$ cat config.mk
export PLATFORM = sky130hd
export DESIGN_NAME = fiber_far_end_fault_media_select
export DESIGN_NICKNAME = d
export VERILOG_FILES = /design/src/rtl/fefi_pkg.sv /design/src/rtl/fiber_far_end_fault_media_select.sv
export VERILOG_INCLUDE_DIRS = /design/src /design/src/rtl
export SDC_FILE = /design/constraint.sdc
export NUM_CORES = 1
export LEC_CHECK = 0
export ABC_AREA = 1
export BUFFER_PORTS_ARGS = -buffer_cell sky130_fd_sc_hd__buf_2
export CORE_MARGIN = 4
export CORE_UTILIZATION = 58
export CTS_CLUSTER_DIAMETER = 40
export DETAILED_ROUTE_END_ITERATION = 10
export MAX_ROUTING_LAYER = met4
export PLACE_DENSITY = 0.85
export SLEW_MARGIN = 10
export SYNTH_ARGS = -nofsm -noshare
export SYNTH_HDL_FRONTEND = slang
export SYNTH_SLANG_ARGS = --single-unit
$ cat constraint.sdc
create_clock -name SYS_CLK -period 3.7 [get_ports SYS_CLK]
set_input_delay 0.74 -clock SYS_CLK [delete_from_list [all_inputs] [get_ports SYS_CLK]]
set_output_delay 0.74 -clock SYS_CLK [all_outputs]
set_load 0.01 [all_outputs]
$ cat src/rtl/fefi_cfg.svh
// Constants of the fiber fault and media select block
`ifndef FEFI_CFG_SVH
`define FEFI_CFG_SVH
`define CLK_NS 4
`define LINK_PULSE_NS 16000000
`define FEFI_LAST_BIT 7'd84
`define FEFI_REP_LAST 2'd2
`define FEFI_MIN_BITS 9'd255
`define STRAP_LAST 2'd2
`define STRAP_WAIT 2'd3
`define OFS_CTRL 8'h00
`define OFS_STATUS 8'h04
`define OFS_IRQ_STAT 8'h08
`define OFS_IRQ_MASK 8'h0c
`define CTL_FIBER 0
`define CTL_FCODE_EN 1
`define CTL_FORCE_PASS 2
`define CTL_LOOPBACK 3
`define CTL_DRIVE_HI 4
`define CTL_IRQ_EN 5
`define CTL_ADV_RF 6
`define STS_LINK 0
`define STS_SPEED100 1
`define STS_RF 2
`define STS_FEFI 3
`define STS_FULL_DUPLEX 4
`define STS_LP_RF 5
`define EV_LINK 0
`define EV_SPEED 1
`define EV_DUPLEX 2
`define EV_AN_DONE 3
`endif

$ cat src/rtl/fefi_pkg.sv
// Types of the fiber fault and media select block
package fefi_pkg;
	typedef enum logic [1:0] {TX_SILENT, TX_IDLE, TX_DATA, TX_FEFI} tx_sel_t;
	typedef enum logic [1:0] {LNK_DOWN, LNK_BLOCKED, LNK_UP} lnk_t;
	typedef struct packed {
		logic sd_s1;
		logic sd_s2;
		logic pll_s1;
		logic pll_s2;
		logic [1:0] strap_cnt;
		logic [6:0] ctrl;
		lnk_t link;
		logic speed100;
		logic duplex;
		logic an_done_d;
		logic rf_lat;
		logic lp_rf;
		logic fefi_on;
		logic fefi_bit;
		logic [6:0] bit_cnt;
		logic [1:0] rep;
		logic [3:0] div;
		logic [31:0] lp_cnt;
		logic lp_pulse;
		tx_sel_t tx_sel;
		logic [3:0] irq_stat;
		logic [3:0] irq_mask;
		logic [31:0] prdata;
		logic pslverr;
	} state_t;
endpackage

$ cat src/rtl/fiber_far_end_fault_media_select.sv
// Media select, fault reporting and far-end fault code generation
//
// Decided for this implementation: the register addresses and the APB interface to the registers.
`timescale 1ns/1ps
`include "fefi_cfg.svh"

module fiber_far_end_fault_media_select #(
	parameter int BIT_DIV = 2,
	parameter int LP_CYCLES = `LINK_PULSE_NS / `CLK_NS
) (
	input wire logic SYS_CLK,
	input wire logic ARST_N,
	input wire logic PSEL,
	input wire logic PENABLE,
	input wire logic PWRITE,
	input wire logic [7:0] PADDR,
	input wire logic [31:0] PWDATA,
	output logic [31:0] PRDATA,
	output logic PREADY,
	output logic PSLVERR,
	input wire logic FIBER_SIGNAL_DETECT_PIN,
	input wire logic RX_PLL_LOCK,
	input wire logic RX_IDLE_SEEN,
	input wire logic RX_FEFI_SEEN,
	input wire logic AN_BUSY,
	input wire logic AN_DONE,
	input wire logic AN_PARTNER_RF,
	input wire logic RESOLVED_VALID,
	input wire logic RESOLVED_SPEED100,
	input wire logic RESOLVED_FULL_DUPLEX,
	input wire logic MII_TX_EN,
	output fefi_pkg::tx_sel_t TX_SEL,
	output logic TX_FEFI_BIT,
	output logic LINK_PULSE,
	output logic LINK_UP,
	output logic FIBER_MODE,
	output logic MII_SPEED100,
	output logic MII_FULL_DUPLEX,
	output logic MII_DRIVE_HI,
	output logic ADV_REMOTE_FAULT,
	output logic LP_REMOTE_FAULT,
	output logic IRQ,
	output logic STATUS_CHANGE_IRQ_PIN_N
);
	import fefi_pkg::*;

	// Refuse settings the counters cannot hold
	if (BIT_DIV < 1 || BIT_DIV > 15) begin : g_bad_div
		$error("BIT_DIV must be 1 to 15");
	end
	if (LP_CYCLES < 2) begin : g_bad_lp
		$error("LP_CYCLES must be at least 2");
	end

	localparam logic [3:0] DIV_LAST = 4'(BIT_DIV - 1);
	localparam logic [31:0] LP_LAST = 32'(LP_CYCLES - 1);

	state_t st_r; // All block state
	state_t st_nxt; // Next value of all state
	logic setup; // APB setup phase
	logic wr_acc; // APB write taking effect
	logic rd_acc; // APB read completing
	logic local_fault; // Fiber signal missing or PLL unlocked
	logic fefi_req; // Fault code wanted now
	logic bit_en; // One line bit time
	logic lp_rf_set; // Partner remote fault during negotiation
	logic [3:0] ev; // Interrupt events this cycle

	// Map a register offset to a legal flag
	function automatic logic mapped(input logic [7:0] a);
		mapped = (a == `OFS_CTRL) || (a == `OFS_STATUS) ||
			(a == `OFS_IRQ_STAT) || (a == `OFS_IRQ_MASK);
	endfunction

	assign setup = PSEL && !PENABLE;
	assign wr_acc = PSEL && PENABLE && PWRITE && mapped(PADDR);
	assign rd_acc = PSEL && PENABLE && !PWRITE;
	assign local_fault = st_r.ctrl[`CTL_FIBER] && (!st_r.sd_s2 || !st_r.pll_s2);
	// Loopback keeps the code off so a local test sees real data
	assign fefi_req = st_r.ctrl[`CTL_FCODE_EN] && !st_r.ctrl[`CTL_LOOPBACK] &&
		local_fault;
	assign bit_en = (st_r.div == DIV_LAST);
	// Remote fault is a negotiation item, meaningless on fiber
	assign lp_rf_set = !st_r.ctrl[`CTL_FIBER] && AN_BUSY && AN_PARTNER_RF;

	// Next-state logic for the whole block
	always_comb begin
		st_nxt = st_r;
		ev = 4'h0;
		// Pin synchronisers; first stage only feeds second
		st_nxt.sd_s1 = FIBER_SIGNAL_DETECT_PIN;
		st_nxt.sd_s2 = st_r.sd_s1;
		st_nxt.pll_s1 = RX_PLL_LOCK;
		st_nxt.pll_s2 = st_r.pll_s1;
		// Strap sampled once synchronised signal detect is valid
		if (st_r.strap_cnt != `STRAP_WAIT) begin
			st_nxt.strap_cnt = st_r.strap_cnt + 2'd1;
			if (st_r.strap_cnt == `STRAP_LAST && st_r.sd_s2) begin
				st_nxt.ctrl[`CTL_FIBER] = 1'b1;
			end
		end
		// Register writes
		if (wr_acc) begin
			if (PADDR == `OFS_CTRL) begin
				st_nxt.ctrl = PWDATA[6:0];
			end else if (PADDR == `OFS_IRQ_MASK) begin
				st_nxt.irq_mask = PWDATA[3:0];
			end
		end
		// Read data captured at setup so the access edge sees it stable
		if (setup) begin
			st_nxt.pslverr = !mapped(PADDR);
			if (PADDR == `OFS_CTRL) begin
				st_nxt.prdata = {25'h0, st_r.ctrl};
			end else if (PADDR == `OFS_STATUS) begin
				st_nxt.prdata = {26'h0, st_r.lp_rf, st_r.duplex, st_r.fefi_on,
					st_r.rf_lat, st_r.speed100, st_r.link == LNK_UP};
			end else if (PADDR == `OFS_IRQ_STAT) begin
				st_nxt.prdata = {28'h0, st_r.irq_stat};
			end else if (PADDR == `OFS_IRQ_MASK) begin
				st_nxt.prdata = {28'h0, st_r.irq_mask};
			end else begin
				st_nxt.prdata = 32'h0;
			end
		end
		// Line bit divider
		st_nxt.div = bit_en ? 4'h0 : st_r.div + 4'h1;
		// Fault code engine; whole patterns only, at least three
		if (bit_en) begin
			if (!st_r.fefi_on) begin
				if (fefi_req) begin
					st_nxt.fefi_on = 1'b1;
					st_nxt.bit_cnt = 7'h0;
					st_nxt.rep = 2'h0;
				end
			end else if (st_r.bit_cnt == `FEFI_LAST_BIT) begin
				st_nxt.bit_cnt = 7'h0;
				if (st_r.rep != `FEFI_REP_LAST) begin
					st_nxt.rep = st_r.rep + 2'h1;
				end else if (!fefi_req) begin
					st_nxt.fefi_on = 1'b0;
				end
			end else begin
				st_nxt.bit_cnt = st_r.bit_cnt + 7'h1;
			end
		end
		// Ones until the last bit of each pattern, which is zero
		st_nxt.fefi_bit = st_nxt.fefi_on && (st_nxt.bit_cnt != `FEFI_LAST_BIT);
		// Link state
		if (st_r.ctrl[`CTL_FIBER]) begin
			case (st_r.link)
				LNK_DOWN: begin
					if (RX_FEFI_SEEN) begin
						st_nxt.link = LNK_BLOCKED;
					end else if (RX_IDLE_SEEN && !local_fault) begin
						st_nxt.link = LNK_UP;
					end
				end
				LNK_BLOCKED: begin
					// Only a local fault (signal missing or PLL unlocked) gives a fresh start
					if (local_fault) begin
						st_nxt.link = LNK_DOWN;
					end
				end
				LNK_UP: begin
					if ((local_fault || RX_FEFI_SEEN) && !st_r.ctrl[`CTL_FORCE_PASS]) begin
						st_nxt.link = LNK_DOWN;
					end
				end
				default: begin
					st_nxt.link = LNK_DOWN;
				end
			endcase
			st_nxt.speed100 = 1'b1;
		end else begin
			st_nxt.link = RESOLVED_VALID ? LNK_UP : LNK_DOWN;
			if (RESOLVED_VALID) begin
				st_nxt.speed100 = RESOLVED_SPEED100;
				st_nxt.duplex = RESOLVED_FULL_DUPLEX;
			end
		end
		// Remote fault flags; a set in the clearing cycle wins
		if (rd_acc && PADDR == `OFS_STATUS) begin
			st_nxt.rf_lat = st_r.rf_lat && !st_r.prdata[`STS_RF];
			st_nxt.lp_rf = st_r.lp_rf && !st_r.prdata[`STS_LP_RF];
		end
		if (local_fault || (st_r.ctrl[`CTL_FIBER] && RX_FEFI_SEEN) || lp_rf_set) begin
			st_nxt.rf_lat = 1'b1;
		end
		if (lp_rf_set) begin
			st_nxt.lp_rf = 1'b1;
		end
		// Status change events
		st_nxt.an_done_d = AN_DONE;
		ev[`EV_LINK] = (st_nxt.link == LNK_UP) != (st_r.link == LNK_UP);
		ev[`EV_SPEED] = st_nxt.speed100 != st_r.speed100;
		ev[`EV_DUPLEX] = st_nxt.duplex != st_r.duplex;
		ev[`EV_AN_DONE] = AN_DONE && !st_r.an_done_d;
		if (wr_acc && PADDR == `OFS_IRQ_STAT) begin
			st_nxt.irq_stat = st_r.irq_stat & ~PWDATA[3:0];
		end
		st_nxt.irq_stat = st_nxt.irq_stat | ev;
		// Transmit source selection
		if (st_nxt.fefi_on) begin
			st_nxt.tx_sel = TX_FEFI;
		end else if (st_nxt.ctrl[`CTL_FIBER] || st_nxt.speed100) begin
			// Continuous symbols: idle fills every gap
			st_nxt.tx_sel = (MII_TX_EN && st_nxt.link == LNK_UP) ? TX_DATA : TX_IDLE;
		end else begin
			st_nxt.tx_sel = (MII_TX_EN && st_nxt.link == LNK_UP) ? TX_DATA : TX_SILENT;
		end
		// Link pulse timer, only in 10M twisted-pair
		st_nxt.lp_pulse = 1'b0;
		if (!st_r.ctrl[`CTL_FIBER] && !st_r.speed100) begin
			if (st_r.lp_cnt >= LP_LAST) begin
				st_nxt.lp_cnt = 32'h0;
				st_nxt.lp_pulse = 1'b1;
			end else begin
				st_nxt.lp_cnt = st_r.lp_cnt + 32'h1;
			end
		end else begin
			st_nxt.lp_cnt = 32'h0;
		end
	end

	// State register
	always_ff @(posedge SYS_CLK or negedge ARST_N) begin
		if (!ARST_N) begin
			st_r <= '0;
		end else begin
			st_r <= st_nxt;
		end
	end

	// Outputs
	assign PRDATA = st_r.prdata;
	assign PREADY = 1'b1;
	assign PSLVERR = st_r.pslverr;
	assign TX_SEL = st_r.tx_sel;
	assign TX_FEFI_BIT = st_r.fefi_bit;
	assign LINK_PULSE = st_r.lp_pulse;
	assign LINK_UP = (st_r.link == LNK_UP);
	assign FIBER_MODE = st_r.ctrl[`CTL_FIBER];
	assign MII_SPEED100 = st_r.speed100;
	assign MII_FULL_DUPLEX = st_r.duplex;
	assign MII_DRIVE_HI = st_r.ctrl[`CTL_DRIVE_HI];
	assign ADV_REMOTE_FAULT = st_r.ctrl[`CTL_ADV_RF];
	assign LP_REMOTE_FAULT = st_r.lp_rf;
	assign IRQ = |(st_r.irq_stat & st_r.irq_mask);
	// Pin gated by its own enable; the level output is not
	assign STATUS_CHANGE_IRQ_PIN_N = !(st_r.ctrl[`CTL_IRQ_EN] && IRQ);

	// Bits sent in the current fault code run, for checking only
	logic [8:0] fefi_bits_r;
	always_ff @(posedge SYS_CLK or negedge ARST_N) begin
		if (!ARST_N) begin
			fefi_bits_r <= 9'h0;
		end else if (!st_r.fefi_on) begin
			fefi_bits_r <= 9'h0;
		end else if (bit_en && fefi_bits_r != 9'h1ff) begin
			fefi_bits_r <= fefi_bits_r + 9'h1;
		end
	end
endmodule // fiber_far_end_fault_media_select

# ---- Word level (Yosys, flattened, before mapping)
# Cells that the tools add are included.
dict set report classes {
  eq_ne 17
  n_lt_le_gt_ge 1
  bitwise 5
  reduce_logical 54
  addsub 5
  mux 41
}
# op n
set ops {}
lappend ops {{2-to-1 mux 32 bit} 2}
lappend ops {{adder 32 x 1 -> 32 bit, second input constant} 1}
lappend ops {{greater-or-equal comparator 32 x 22 -> 1 bit, second input constant} 1}
lappend ops {{2-to-1 mux 9 bit} 3}
lappend ops {{2-to-1 mux 2 bit} 13}
lappend ops {{logical AND 1 bit} 23}
lappend ops {{equality test 8 x 4 -> 1 bit, second input constant} 2}
lappend ops {{2-to-1 mux 4 bit} 4}
lappend ops {{zero test 1 bit} 14}
lappend ops {{2-to-1 mux 1 bit} 14}
lappend ops {{2-to-1 mux 7 bit} 2}
lappend ops {{bitwise AND 4 bit} 2}
lappend ops {{equality test 8 x 3 -> 1 bit, second input constant} 1}
lappend ops {{zero test 8 bit} 1}
lappend ops {{logical OR 1 bit} 8}
lappend ops {{adder 7 x 1 -> 7 bit, second input constant} 1}
lappend ops {{equality test 7 bit, second input constant} 1}
lappend ops {{!= test 7 bit, second input constant} 1}
lappend ops {{equality test 2 bit, second input constant} 3}
lappend ops {{2-to-1 mux 6 bit} 1}
lappend ops {{case mux 2 bit (3 select lines)} 1}
lappend ops {{nonzero test 2 bit} 3}
lappend ops {{adder 2 x 1 -> 2 bit, second input constant} 2}
lappend ops {{adder 4 x 1 -> 4 bit, second input constant} 1}
lappend ops {{14 further kinds} 18}
dict set report totals {
  output_inout_bits 47
  inputBits 56
  register_bits 111
}

# ---- Depth between registers and ports, before layout
# Gate-level depths: netlist of run 1.
dict set report depth {
  depth_word 14
  depth_mapped 12
}

# ---- Least setup slack after synthesis of run 1
# Ideal clock, no wire load.
dict set report synth_timing {
  path_type {input-to-reg}
  startpoint {input PADDR[7]}
  endpoint {register st_r[37] (netlist bit)}
  path_stages 8
  required_ps 3573
  arrival_ps 1681
  setup_time_ps 127
  slack_ps 1892
  path_cell_list {nor2_2 nand2_4 nor2_2 nor2_1 nand2_2 nand3_1 o21ai_1 nand3_1}
}
# item line
set synth_rtl {}
lappend synth_rtl {{from (decl)} fiber_far_end_fault_media_select.sv:16} ;# input wire logic [7:0] PADDR,
lappend synth_rtl {{to (signal assigned)} fiber_far_end_fault_media_select.sv:231} ;# st_r <= st_nxt;
lappend synth_rtl {{to (decl)} fiber_far_end_fault_media_select.sv:58} ;# state_t st_r;

# ---- Worst setup path in the final report of run 1
dict set report layout_timing {
  startpoint {register st_r[96] (netlist bit)}
  endpoint {output LINK_UP}
}
dict set report layout_between {
  elab_chain_cells 1
}
# item line
set layout_lines {}
lappend layout_lines {{equality test 2 bit} fiber_far_end_fault_media_select.sv:242} ;# assign LINK_UP = (st_r.link == LNK_UP);
lappend layout_lines {{to (decl)} fiber_far_end_fault_media_select.sv:35} ;# output logic LINK_UP,
# No other way between the ends.

==> out/metrics.yaml, run 1 <==
outcome:
  status: "completed"
die:
  die_area_mm2: 0.00907
  initial_core_util: 0.602
  die_x_um: 95.2
  fp-row-count: 31
  top_level_ports: 103
  fp.coreArea_mm2: 0.00733
  die_h_um: 95.2
clocking:
  cts_made_buffers: 9
  clock-sinks: 86
  cts_buffer_depth: 2
  postCtsHoldBufs: 0
  path_clk_slew_ps: 80
  ctsHtreeMaxLevel: 3
  cts_setup_buffers: 0
  cts.repair.resized: 0
  cts_root_buffer: "clkbuf_8"
  cts_tree: "done"
  clk-insertion-delay-late_ps: 350
yosys:
  syn_inst: 520
  netlist_area_mm2: 0.00441
  synth_cell_types: 39
  yosysSeqAreaShare: 0.488
  ys_ff_latch: 86
  async_reset_ff_frac: 1.00
  syn_area_per_cell_um2: 8.48
  yosys_warnings: 0
  ys.flop_type: "dfrtp_1"
  synth_edf_count: 0
critical_path:
  crit_path_top_delay_cell: "dfrtp_1"
  path_class: "flop to primary output"
  crit_path_end_kind: "primary output"
  critPathBufInv: 1
  cp_cell_sequence: "nor2_1 -> buf_2"
  max_stage_delay_ps: 420
  path_delay_family: "flip-flops"
  crit_arrival_ps: 1240
  cp_max_fo: 4
  cp.required_ps: 2960
  critPathLaunchType: "flop"
sta:
  timing.final.max_slew_violations: 0
  period_minus_slack_ps: 1980
  rsz0062_at_grt: "no"
  relSlewSlack: 0.313
  finalSetupViolCount: 0
  hold_slack_ps: 376
  worst_pin_slew_ps: 1030
  hold_viol_final: 0
  skew_ps: 9.77
  min_period_over_period: 0.536
  setup_tns_ps: 0
  fmax_ghz: 0.505
route:
  wl_met1_um: 3680
  drtAntennaViolNets: 0
  routed_wl_um: 8760
  wl_met2_um: 4260
  vias_per_cell: 5.10
  drtPass1Iterations: 4
  vias: 3469
  wl_met3_um: 609
  wl_per_cell_um: 12.9
  highest_layer: "met4"
  drtIter0Drc: 182
  drc: 0
finish:
  nNetsFinal: 638
  area_growth_pct: 10.2
  drive_gt1_frac: 0.158
  final_cell_mix: "118 x nand2_1, 86 x dfrtp_1, 56 x inv_1, 54 x nor2_1, 50 x buf_2"
  final_area_mm2: 0.00486
  antenna_cells: 0
  nFillCells: 592
  final_common_cell: "nand2_1"
global_routing:
  grt_usage: 0.217
  grt_first_pass_wirelength_um: 14700
  antenna_found_initial: 0
  first_global_vias: 3321
  grt-ovfl-total: 0
  grt_max_degree: 87
placed_design:
  dpl-instance-area_mm2: 0.00462
  numPortBuffers: 51
  place_congestion: 0.900
  dpl.hpwl_um: 6420
pwr:
  peakVddDrop_mv: 0.331
  powerDensity_mw_per_mm2: 450
  leakage_uw: 0.00243
worst_hold_path:
  holdCritPathClass: "flop to flop"
flow_run:
  cap_violations: 0
[final timing paths]
| check | startpoint | depth (start not counted) | slack, ps | end |
|---|---|---|---|---|
| hold / removal | st_nxt[109] | 0 | 380 | st_r[109] |
| setup reg to reg | st_r[44] | 8 | 1820 | st_r[60] |
| hold reg to reg | st_nxt[109] | 0 | 380 | st_r[109] |
| max in group asynchronous | ARST_N | 1 | 2480 | st_r[49] |
| setup / recovery | st_r[96] | 2 | 1720 | LINK_UP |
| min in group asynchronous | ARST_N | 1 | 560 | ADV_REMOTE_FAULT |
[state kept, by name, indices dropped and copies added, names as in the netlist]
register          cells
st_nxt                2
LP_REMOTE_FAULT       1
PRDATA                7
TX_FEFI_BIT           1
PSLVERR               1
MII_SPEED100          1
MII_DRIVE_HI          1
FIBER_MODE            1
st_r                 66
LINK_PULSE            1
TX_SEL                2
ADV_REMOTE_FAULT      1
MII_FULL_DUPLEX       1
[cell families (layout without fill, tap and decap cells)]
group | after synthesis | in the layout | share of synthesized area
AO/OA/AOI/OAI | 58 | 58 | 0.0726
buffers and inverters | 99 | 126 | 0.118
flip-flops | 86 | 86 | 0.488
other | 2 | 36 | 0.00170
adder cells (fa/ha/maj) | 6 | 6 | 0.0170
XOR/XNOR | 22 | 22 | 0.0437
AND/OR/NAND/NOR | 247 | 247 | 0.260
[routing by layer]
metal,GRT usage,vias up
li1,-,1702
met1,0.271,1619
met2,0.339,126
met3,0.0474,22
met4,0.0962,0
met5,-,-
[synthesized netlist by cell type (2+ instances only)]
| cell | n | area share |
|---|---|---|
| inv_1 | 56 | 0.048 |
| o211ai_1 | 4 | 0.0068 |
| inv_2 | 3 | 0.0026 |
| o21ai_0 | 16 | 0.018 |
| xor2_1 | 18 | 0.036 |
| buf_4 | 35 | 0.060 |
| nand2_1 | 118 | 0.10 |
| nand3_2 | 5 | 0.011 |
| nand2_4 | 2 | 0.0051 |
| a21oi_1 | 13 | 0.015 |
| o31ai_1 | 3 | 0.0051 |
| conb_1 | 2 | 0.0017 |
| nor2_4 | 3 | 0.0077 |
| nor2_2 | 8 | 0.011 |
| xnor2_1 | 4 | 0.0079 |
| clkbuf_1 | 2 | 0.0017 |
| ha_1 | 6 | 0.017 |
| o21bai_1 | 2 | 0.0034 |
| nor2_1 | 54 | 0.046 |
| o21ai_1 | 16 | 0.018 |
| buf_6 | 2 | 0.0051 |
| nand4_1 | 9 | 0.013 |
| nor3_1 | 5 | 0.0057 |
| nor4_1 | 3 | 0.0043 |
| nand3_1 | 32 | 0.036 |
| dfrtp_1 | 86 | 0.49 |
[final cells by class]
type / count / area (um2) / share of cell area
Tap cell: 99 / 124 / 0.0255
Sequential cell: 86 / 2150 / 0.443
Clock inverter: 6 / 110 / 0.0227
Clock buffer: 10 / 128 / 0.0263
Multi-Input combinational cell: 369 / 1870 / 0.384
Timing Repair Buffer: 51 / 258 / 0.0530
Inverter: 59 / 221 / 0.0456
[per-stage QoR]
step                      setup WS, ps  std cells  power, uW   util
after floorplan                   1890        554       1330      -
after global placement            1570        664       1400  0.631
after detailed placement          1540        664       1420  0.631
after CTS                         1720        680       2200  0.663
after global routing              1600        680       2320  0.663
final                             1720        680       2190  0.663
[power breakdown]
group          switching, uW  internal (uW)  total, uW
logic                    220            120        340
clock network            332            447        779
registers               65.6           1000       1070
total                    617           1570       2190
(Power assumes the default switching activity.)
==> inputs of run 2 (changes only) <==
--- a/config.mk
+++ b/config.mk
@@ -6,14 +6,14 @@
 export SDC_FILE = /design/constraint.sdc
 export NUM_CORES = 1
 export LEC_CHECK = 0
-export ABC_AREA = 1
+export ABC_AREA = 0
 export BUFFER_PORTS_ARGS = -buffer_cell sky130_fd_sc_hd__buf_2
 export CORE_MARGIN = 4
-export CORE_UTILIZATION = 58
+export CORE_UTILIZATION = 48
 export CTS_CLUSTER_DIAMETER = 40
 export DETAILED_ROUTE_END_ITERATION = 10
 export MAX_ROUTING_LAYER = met4
-export PLACE_DENSITY = 0.85
+export PLACE_DENSITY = 0.76
 export SLEW_MARGIN = 10
 export SYNTH_ARGS = -nofsm -noshare
 export SYNTH_HDL_FRONTEND = slang
==> constraint.sdc (replaced) <==
create_clock -name SYS_CLK -period 1.77 [get_ports SYS_CLK]
set_input_delay 0.354 -clock SYS_CLK [delete_from_list [all_inputs] [get_ports SYS_CLK]]
set_output_delay 0.354 -clock SYS_CLK [all_outputs]
set_load 0.01 [all_outputs]
==> out/metrics.yaml, run 2 <==
outcome:
  status: "finished, violations left"  # was completed
  violations: "setup timing"
global_routing:
  grt_usage: 0.193  # was 0.217
  first_global_vias: 3249  # was 3321
  antenna_found_initial: 0  # unchanged
  grt_max_degree: 42  # was 87
  grt-ovfl-total: 0  # unchanged
  grt_first_pass_wirelength_um: 15000  # was 14700 um
yosys:
  synth_cell_types: 55  # was 39
  synthTopCellsByCount: "86 x dfrtp_1, 35 x buf_4, 34 x nor2_1"  # was 118 x nand2_1, 86 x dfrtp_1, 56 x inv_1
  yosys_warnings: 0  # unchanged
  async_reset_ff_frac: 1.00  # unchanged
  yosysMostFrequentCell: "dfrtp_1"  # was nand2_1
  syn_area_per_cell_um2: 10.8  # was 8.48 um2
  yosysSeqAreaShare: 0.517  # was 0.488
  netlist_area_mm2: 0.00416  # was 0.00441 mm2
  ys.flop_type: "dfrtp_1"  # unchanged
  synth_area_leader_cell: "dfrtp_1"  # unchanged
  synth.area.top_cells: "dfrtp_1 52%, buf_4 6.3%, mux2_2 3.2%"  # was dfrtp_1 49%, nand2_1 10%, buf_4 6.0%
  synth_edf_count: 0  # unchanged
  ys_ff_latch: 86  # unchanged
  syn_inst: 387  # was 520
  yosysTopAreaCellShare: 0.517  # was 0.488
route:
  wl_per_cell_um: 15.0  # was 12.9 um
  routed_wl_um: 9110  # was 8760 um
  drtAntennaViolNets: 0  # unchanged
  vias: 3151  # was 3469
  vias_per_cell: 5.19  # was 5.10
  drc: 0  # unchanged
  drtPass1Iterations: 4  # unchanged
  drtIter0Drc: 84  # was 182
finish:
  largest_register_ffs: 66  # unchanged
  regMostFlops: "st_r"  # unchanged
  final_common_cell: "dfrtp_1"  # was nand2_1
  area_growth_pct: 28.1  # was 10.2%
  final_cell_mix: "85 x dfrtp_1, 51 x buf_4, 50 x buf_2, 36 x conb_1, 32 x nand2_1"  # was 118 x nand2_1, 86 x dfrtp_1, 56 x inv_1, 54 x nor2_1, 50 x buf_2
  antenna_cells: 0  # unchanged
  fin_cells: 607  # was 680
  nNetsFinal: 559  # was 638
  final_util: 0.639  # was 0.663
  drive_gt1_frac: 0.373  # was 0.158
critical_path:
  critPathBufInv: 1  # unchanged
  crit_path_top_delay_cell: "a2111o_1"  # was dfrtp_1
  r2r_setup_slack_ps: -120  # was 1820 ps
  max_stage_delay_ps: 500  # was 420 ps
  cp_max_fo: 7  # was 4
  path_delay_family: "compound AO/OA/AOI/OAI gates"  # was flip-flops
  cp.required_ps: 2070  # was 2960 ps
  crit_end: "st_r[58]"  # was LINK_UP
  crit_path_end_kind: "flop"  # was primary output
  critPathLaunchType: "flop"  # unchanged
  path_class: "flop to flop"  # was flop to primary output
  r2r-end: "st_r[58]"  # was st_r[60]
  worst_r2r_path_depth: 6  # was 8
  crit_arrival_ps: 2180  # was 1240 ps
  path_depth: 6  # was 2
  crit_path_start: "st_r[52]"  # was st_r[96]
  cp_cell_sequence: "or3_1 -> a31oi_1 -> o21ai_1 -> a2111o_1 -> buf_6 -> a21oi_2"  # was nor2_1 -> buf_2
  r2r-start: "st_r[52]"  # was st_r[44]
die:
  top_level_ports: 103  # unchanged
  initial_core_util: 0.499  # was 0.602
  fp.coreArea_mm2: 0.00834  # was 0.00733 mm2
  die_area_mm2: 0.0102  # was 0.00907 mm2
  die_h_um: 101  # was 95.2 um
  fp-row-count: 33  # was 31
  die_x_um: 101  # was 95.2 um
flow_run:
  cap_violations: 0  # unchanged
clocking:
  clk-insertion-delay-late_ps: 360  # was 350 ps
  cts_root_buffer: "clkbuf_8"  # unchanged
  cts_made_buffers: 9  # unchanged
  cts_tree: "done"  # unchanged
  path_clk_slew_ps: 100  # was 80 ps
  clock-sinks: 86  # unchanged
  ctsHtreeMaxLevel: 3  # unchanged
  cts_buffer_depth: 2  # unchanged
sta:
  skew_ps: 15.4  # was 9.77 ps
  timing.final.max_slew_violations: 0  # unchanged
  hold_viol_final: 0  # unchanged
  fin_ws_ps: -117  # was 1720 ps
  fmax_ghz: 0.530
  finalSetupViolCount: 26  # was 0
  min_period_over_period: 1.07
  period_minus_slack_ps: 1890
  rsz0062_at_grt: "yes"  # was no
  setup_tns_ps: -2220  # was 0 ps
pwr:
  leakage_uw: 0.00245  # was 0.00243 uW
  peakVddDrop_mv: 0.430  # was 0.331 mV
  powerDensity_mw_per_mm2: 705  # was 450 mW/mm2
placed_design:
  dpl.hpwl_um: 6410  # was 6420 um
  post-place-ws_ps: -215  # was 1540 ps
  numPortBuffers: 51  # unchanged
  place_congestion: 0.882  # was 0.900
  dp_cells: 580  # was 664
worst_hold_path:
  holdCritPathClass: "primary input to flop"  # was flop to flop
  holdPathStages: 1  # was 0
run 2: cell count changes in the layout (fill, tap and decap cells not counted), sizes merged, moves of 5 or more:
cell / change
nand2: -89
buf: +58
inv: -40
nor2: -32
nand3: -22
o21ai: -19
mux2: +13
xnor2: +10
a22o: +9
xor2: -8
a21oi: -6
a21o: +5
run 2: layout make-up:
cell class	count	area [um2]
tap	105	131
clock inverter	6	46.3
multi-input combinational	272	2050
clock buffer	10	128
sequential	86	2150
inverter	18	67.6
fill	648	3010
timing repair buffer	110	754
run 2: power by group:
| group | internal, uW | switching, uW | total [uW] |
|---|---|---|---|
| clock | 518 | 733 | 1250 |
| combinational | 213 | 242 | 455 |
| sequential | 2020 | 37.9 | 2060 |
| total | 2750 | 1010 | 3760 |
run 2: cell families after synthesis:
| logic type | after synthesis | synth area share |
|---|---|---|
| simple gates | 131 | 0.166 |
| flops | 86 | 0.517 |
| buf+inv | 63 | 0.0884 |
| compound gates | 56 | 0.0965 |
| xor+xnor | 24 | 0.0505 |
| mux | 19 | 0.0616 |
| fa+ha+maj | 6 | 0.0180 |
| other cells | 2 | 0.00180 |
run 2: worst min path at each step:
| stage | from | to | slack, ps |
|---|---|---|---|
| after floorplan | ARST_N | ADV_REMOTE_FAULT | 60 |
| after global placement | ARST_N | st_r[75] | 290 |
| after detailed placement | ARST_N | st_r[70] | 280 |
| after CTS | RX_PLL_LOCK | st_nxt[107] | 90 |
| after global routing | RX_PLL_LOCK | st_nxt[107] | 90 |
| final | RX_PLL_LOCK | st_nxt[107] | 90 |
run 2: repair_timing:
action | in CTS | in global routing
pin swaps | 16 | 8
hold buffers | 1 | 0
endpoints found under the setup margin | 27 | 31
setup buffers | 4 | 6
hold endpoints to repair | 24 | 0
resized for setup | 33 | 37
cloned | 1 | 0
run 2: through the flow:
| step | hold WS (ps) | cell area, um2 | total power [uW] |
|---|---|---|---|
| 6_report | 94.2 | 5330 | 3760 |
| 5_1_grt | 85.6 | 5330 | 3930 |
| 4_1_cts | 86.3 | 5130 | 3750 |
| 3_5_place_dp | 282 | 4780 | 2480 |
| 3_3_place_gp | 286 | 4780 | 2470 |
| 2_1_floorplan | 58.4 | 4350 | 2320 |
run 2: per-layer routing:
metal  track usage  routed length, um  vias up
met5             -                  0        -
met4        0.0787                193        0
met3        0.0311                453       17
met2         0.314               4700       83
met1         0.240               3770     1549
li1              -                  -     1502
==> inputs of run 3 (changes only) <==
--- a/config.mk
+++ b/config.mk
@@ -14,6 +14,7 @@
 export DETAILED_ROUTE_END_ITERATION = 10
 export MAX_ROUTING_LAYER = met4
 export PLACE_DENSITY = 0.76
+export RECOVER_POWER = 50
 export SLEW_MARGIN = 10
 export SYNTH_ARGS = -nofsm -noshare
 export SYNTH_HDL_FRONTEND = slang
==> out/metrics.yaml, run 3 (synthesized netlist as in run 2, its figures left out) <==
outcome:
  status: "finished, violations left"  # unchanged
  violations: "setup timing"  # unchanged
sta:
  fin_ws_ps: -117  # about the same
  fmax_ghz: 0.530  # about the same
  skew_ps: 15.8  # was 15.4 ps
  setup_tns_ps: -2220  # about the same
  timing.final.max_slew_violations: 0  # unchanged
  period_minus_slack_ps: 1890  # about the same
  worst_pin_slew_ps: 630
  finalSetupViolCount: 26  # unchanged
  rsz0062_at_grt: "yes"  # unchanged
  hold_viol_final: 0  # unchanged
  min_period_over_period: 1.07  # about the same
  relSlewSlack: 0.580
clocking:
  clk-insertion-delay-late_ps: 360  # about the same
  path_clk_slew_ps: 100  # about the same
  cts_buffer_depth: 2  # unchanged
  ctsHtreeMaxLevel: 3  # unchanged
  clock-sinks: 86  # unchanged
  cts_tree: "done"  # unchanged
  cts_root_buffer: "clkbuf_8"  # unchanged
  cts_made_buffers: 9  # unchanged
finish:
  final_area_mm2: 0.00530  # was 0.00533 mm2
  drive_gt1_frac: 0.367  # was 0.373
  area_growth_pct: 27.3  # was 28.1%
  largest_register_ffs: 66  # unchanged
  final_common_cell: "dfrtp_1"  # unchanged
  regMostFlops: "st_r"  # unchanged
  nNetsFinal: 559  # unchanged
  antenna_cells: 0  # unchanged
  final_cell_mix: "85 x dfrtp_1, 49 x buf_2, 49 x buf_4, 36 x conb_1, 32 x nand2_1"  # was 85 x dfrtp_1, 51 x buf_4, 50 x buf_2, 36 x conb_1, 32 x nand2_1
placed_design:
  dpl-instance-area_mm2: 0.00478  # unchanged
  numPortBuffers: 51  # unchanged
  place_congestion: 0.882  # unchanged
  dpl.hpwl_um: 6410  # unchanged
route:
  vias: 3147  # was 3151
  routed_wl_um: 9160  # was 9110 um
  drc: 0  # unchanged
  vias_per_cell: 5.18  # was 5.19
  wl_per_cell_um: 15.1  # was 15.0 um
  drtAntennaViolNets: 0  # unchanged
  drtIter0Drc: 109  # was 84
  drtPass1Iterations: 4  # unchanged
die:
  die_x_um: 101  # unchanged
  fp.coreArea_mm2: 0.00834  # unchanged
  die_h_um: 101  # unchanged
  fp-row-count: 33  # unchanged
  top_level_ports: 103  # unchanged
  die_area_mm2: 0.0102  # unchanged
  initial_core_util: 0.499  # unchanged
global_routing:
  grt_usage: 0.193  # unchanged
  grt-ovfl-total: 0  # unchanged
  first_global_vias: 3249  # unchanged
  grt_first_pass_wirelength_um: 15000  # unchanged
  antenna_found_initial: 0  # unchanged
  grt_max_degree: 42  # unchanged
critical_path:
  cp_max_fo: 7  # unchanged
  critPathLaunchType: "flop"  # unchanged
  cp_cell_sequence: "or3_1 -> a31oi_1 -> o21ai_1 -> a2111o_1 -> buf_6 -> a21oi_2"  # unchanged
  crit_path_end_kind: "flop"  # unchanged
  critPathBufInv: 1  # unchanged
  max_stage_delay_ps: 500  # about the same
  path_class: "flop to flop"  # unchanged
  crit_path_top_delay_cell: "a2111o_1"  # unchanged
  path_delay_family: "compound AO/OA/AOI/OAI gates"  # unchanged
  cp.required_ps: 2070  # about the same
  crit_arrival_ps: 2180  # about the same
worst_hold_path:
  holdCritPathClass: "primary input to flop"  # unchanged
pwr:
  peakVddDrop_mv: 0.430  # about the same
  finalPower_uw: 3750  # was 3760 uW
  leakage_uw: 0.00244  # was 0.00245 uW
  powerDensity_mw_per_mm2: 708  # was 705 mW/mm2
flow_run:
  cap_violations: 0  # unchanged
run 3: changes by cell type in the layout (fill, tap and decap cells not counted):
| cell | previous run | this run |
|---|---|---|
| clkbuf_1 | 1 | 3 |
| nor4_4 | 1 | 0 |
| buf_2 | 50 | 49 |
| clkbuf_2 | 0 | 1 |
| buf_4 | 51 | 49 |
| nor4_1 | 4 | 5 |
| clkbuf_4 | 0 | 1 |
| buf_12 | 2 | 1 |
run 3: final timing paths:
kind / from / end / slack (ps) / cells past startpoint
worst max register to register: st_r[52] / st_r[58] / -120 / 6
max in group asynchronous: ARST_N / st_r[90] / 140 / 3
worst min register to register: st_nxt[109] / st_r[109] / 340 / 0
worst max-delay path: st_r[52] / st_r[58] / -120 / 6
worst min-delay path: RX_PLL_LOCK / st_nxt[107] / 100 / 1
min in group asynchronous: ARST_N / st_r[58] / 530 / 2
run 3: timing repair:
| action | in CTS | in global routing |
|---|---|---|
| cloned | 1 | 0 |
| resized for setup | 33 | 37 |
| endpoints found under the setup margin | 27 | 31 |
| buffers inserted | 4 | 6 |
| hold endpoints to repair | 24 | 0 |
| hold buffers | 1 | 0 |
| pin swaps | 16 | 8 |
run 3: where the power goes:
group | total [uW] | switching, uW | internal [uW]
registers | 2060 | 38.3 | 2020
clock network | 1250 | 733 | 518
logic | 446 | 239 | 207
total | 3750 | 1010 | 2740
run 3: metrics by stage:
step	setup slack, ps	std cells	utilization	hold slack, ps
6_report	-117	607	0.635	95.6
4_1_cts	-106	601	0.615	86.3
2_1_floorplan	-190	421	-	58.4
5_1_grt	-223	607	0.635	85.6
3_5_place_dp	-215	580	0.573	282
3_3_place_gp	-203	580	0.573	286
run 3: final cells by class:
cell class | instances | area, um2
Multi-Input combinational cell | 272 | 2040
Tap cell | 105 | 131
Timing Repair Buffer | 110 | 734
Clock inverter | 6 | 46.3
Sequential cell | 86 | 2150
Fill cell | 652 | 3040
Clock buffer | 10 | 128
Inverter | 18 | 67.6
run 3: worst reg2reg max path: cells and delay by family (launching register included):
kind | cells | cell delay (ps)
compound gates | 4 | 870
flops | 1 | 380
simple gates | 1 | 380
buf+inv | 1 | 200
run 3: per-layer routing:
metal	wire length, um	global-route usage	part of all wire	vias up
met1	3780	0.240	0.41	1549
met5	0	-	0	-
met3	463	0.0311	0.051	16
met2	4730	0.314	0.52	80
met4	187	0.0787	0.020	0
li1	-	-	-	1502
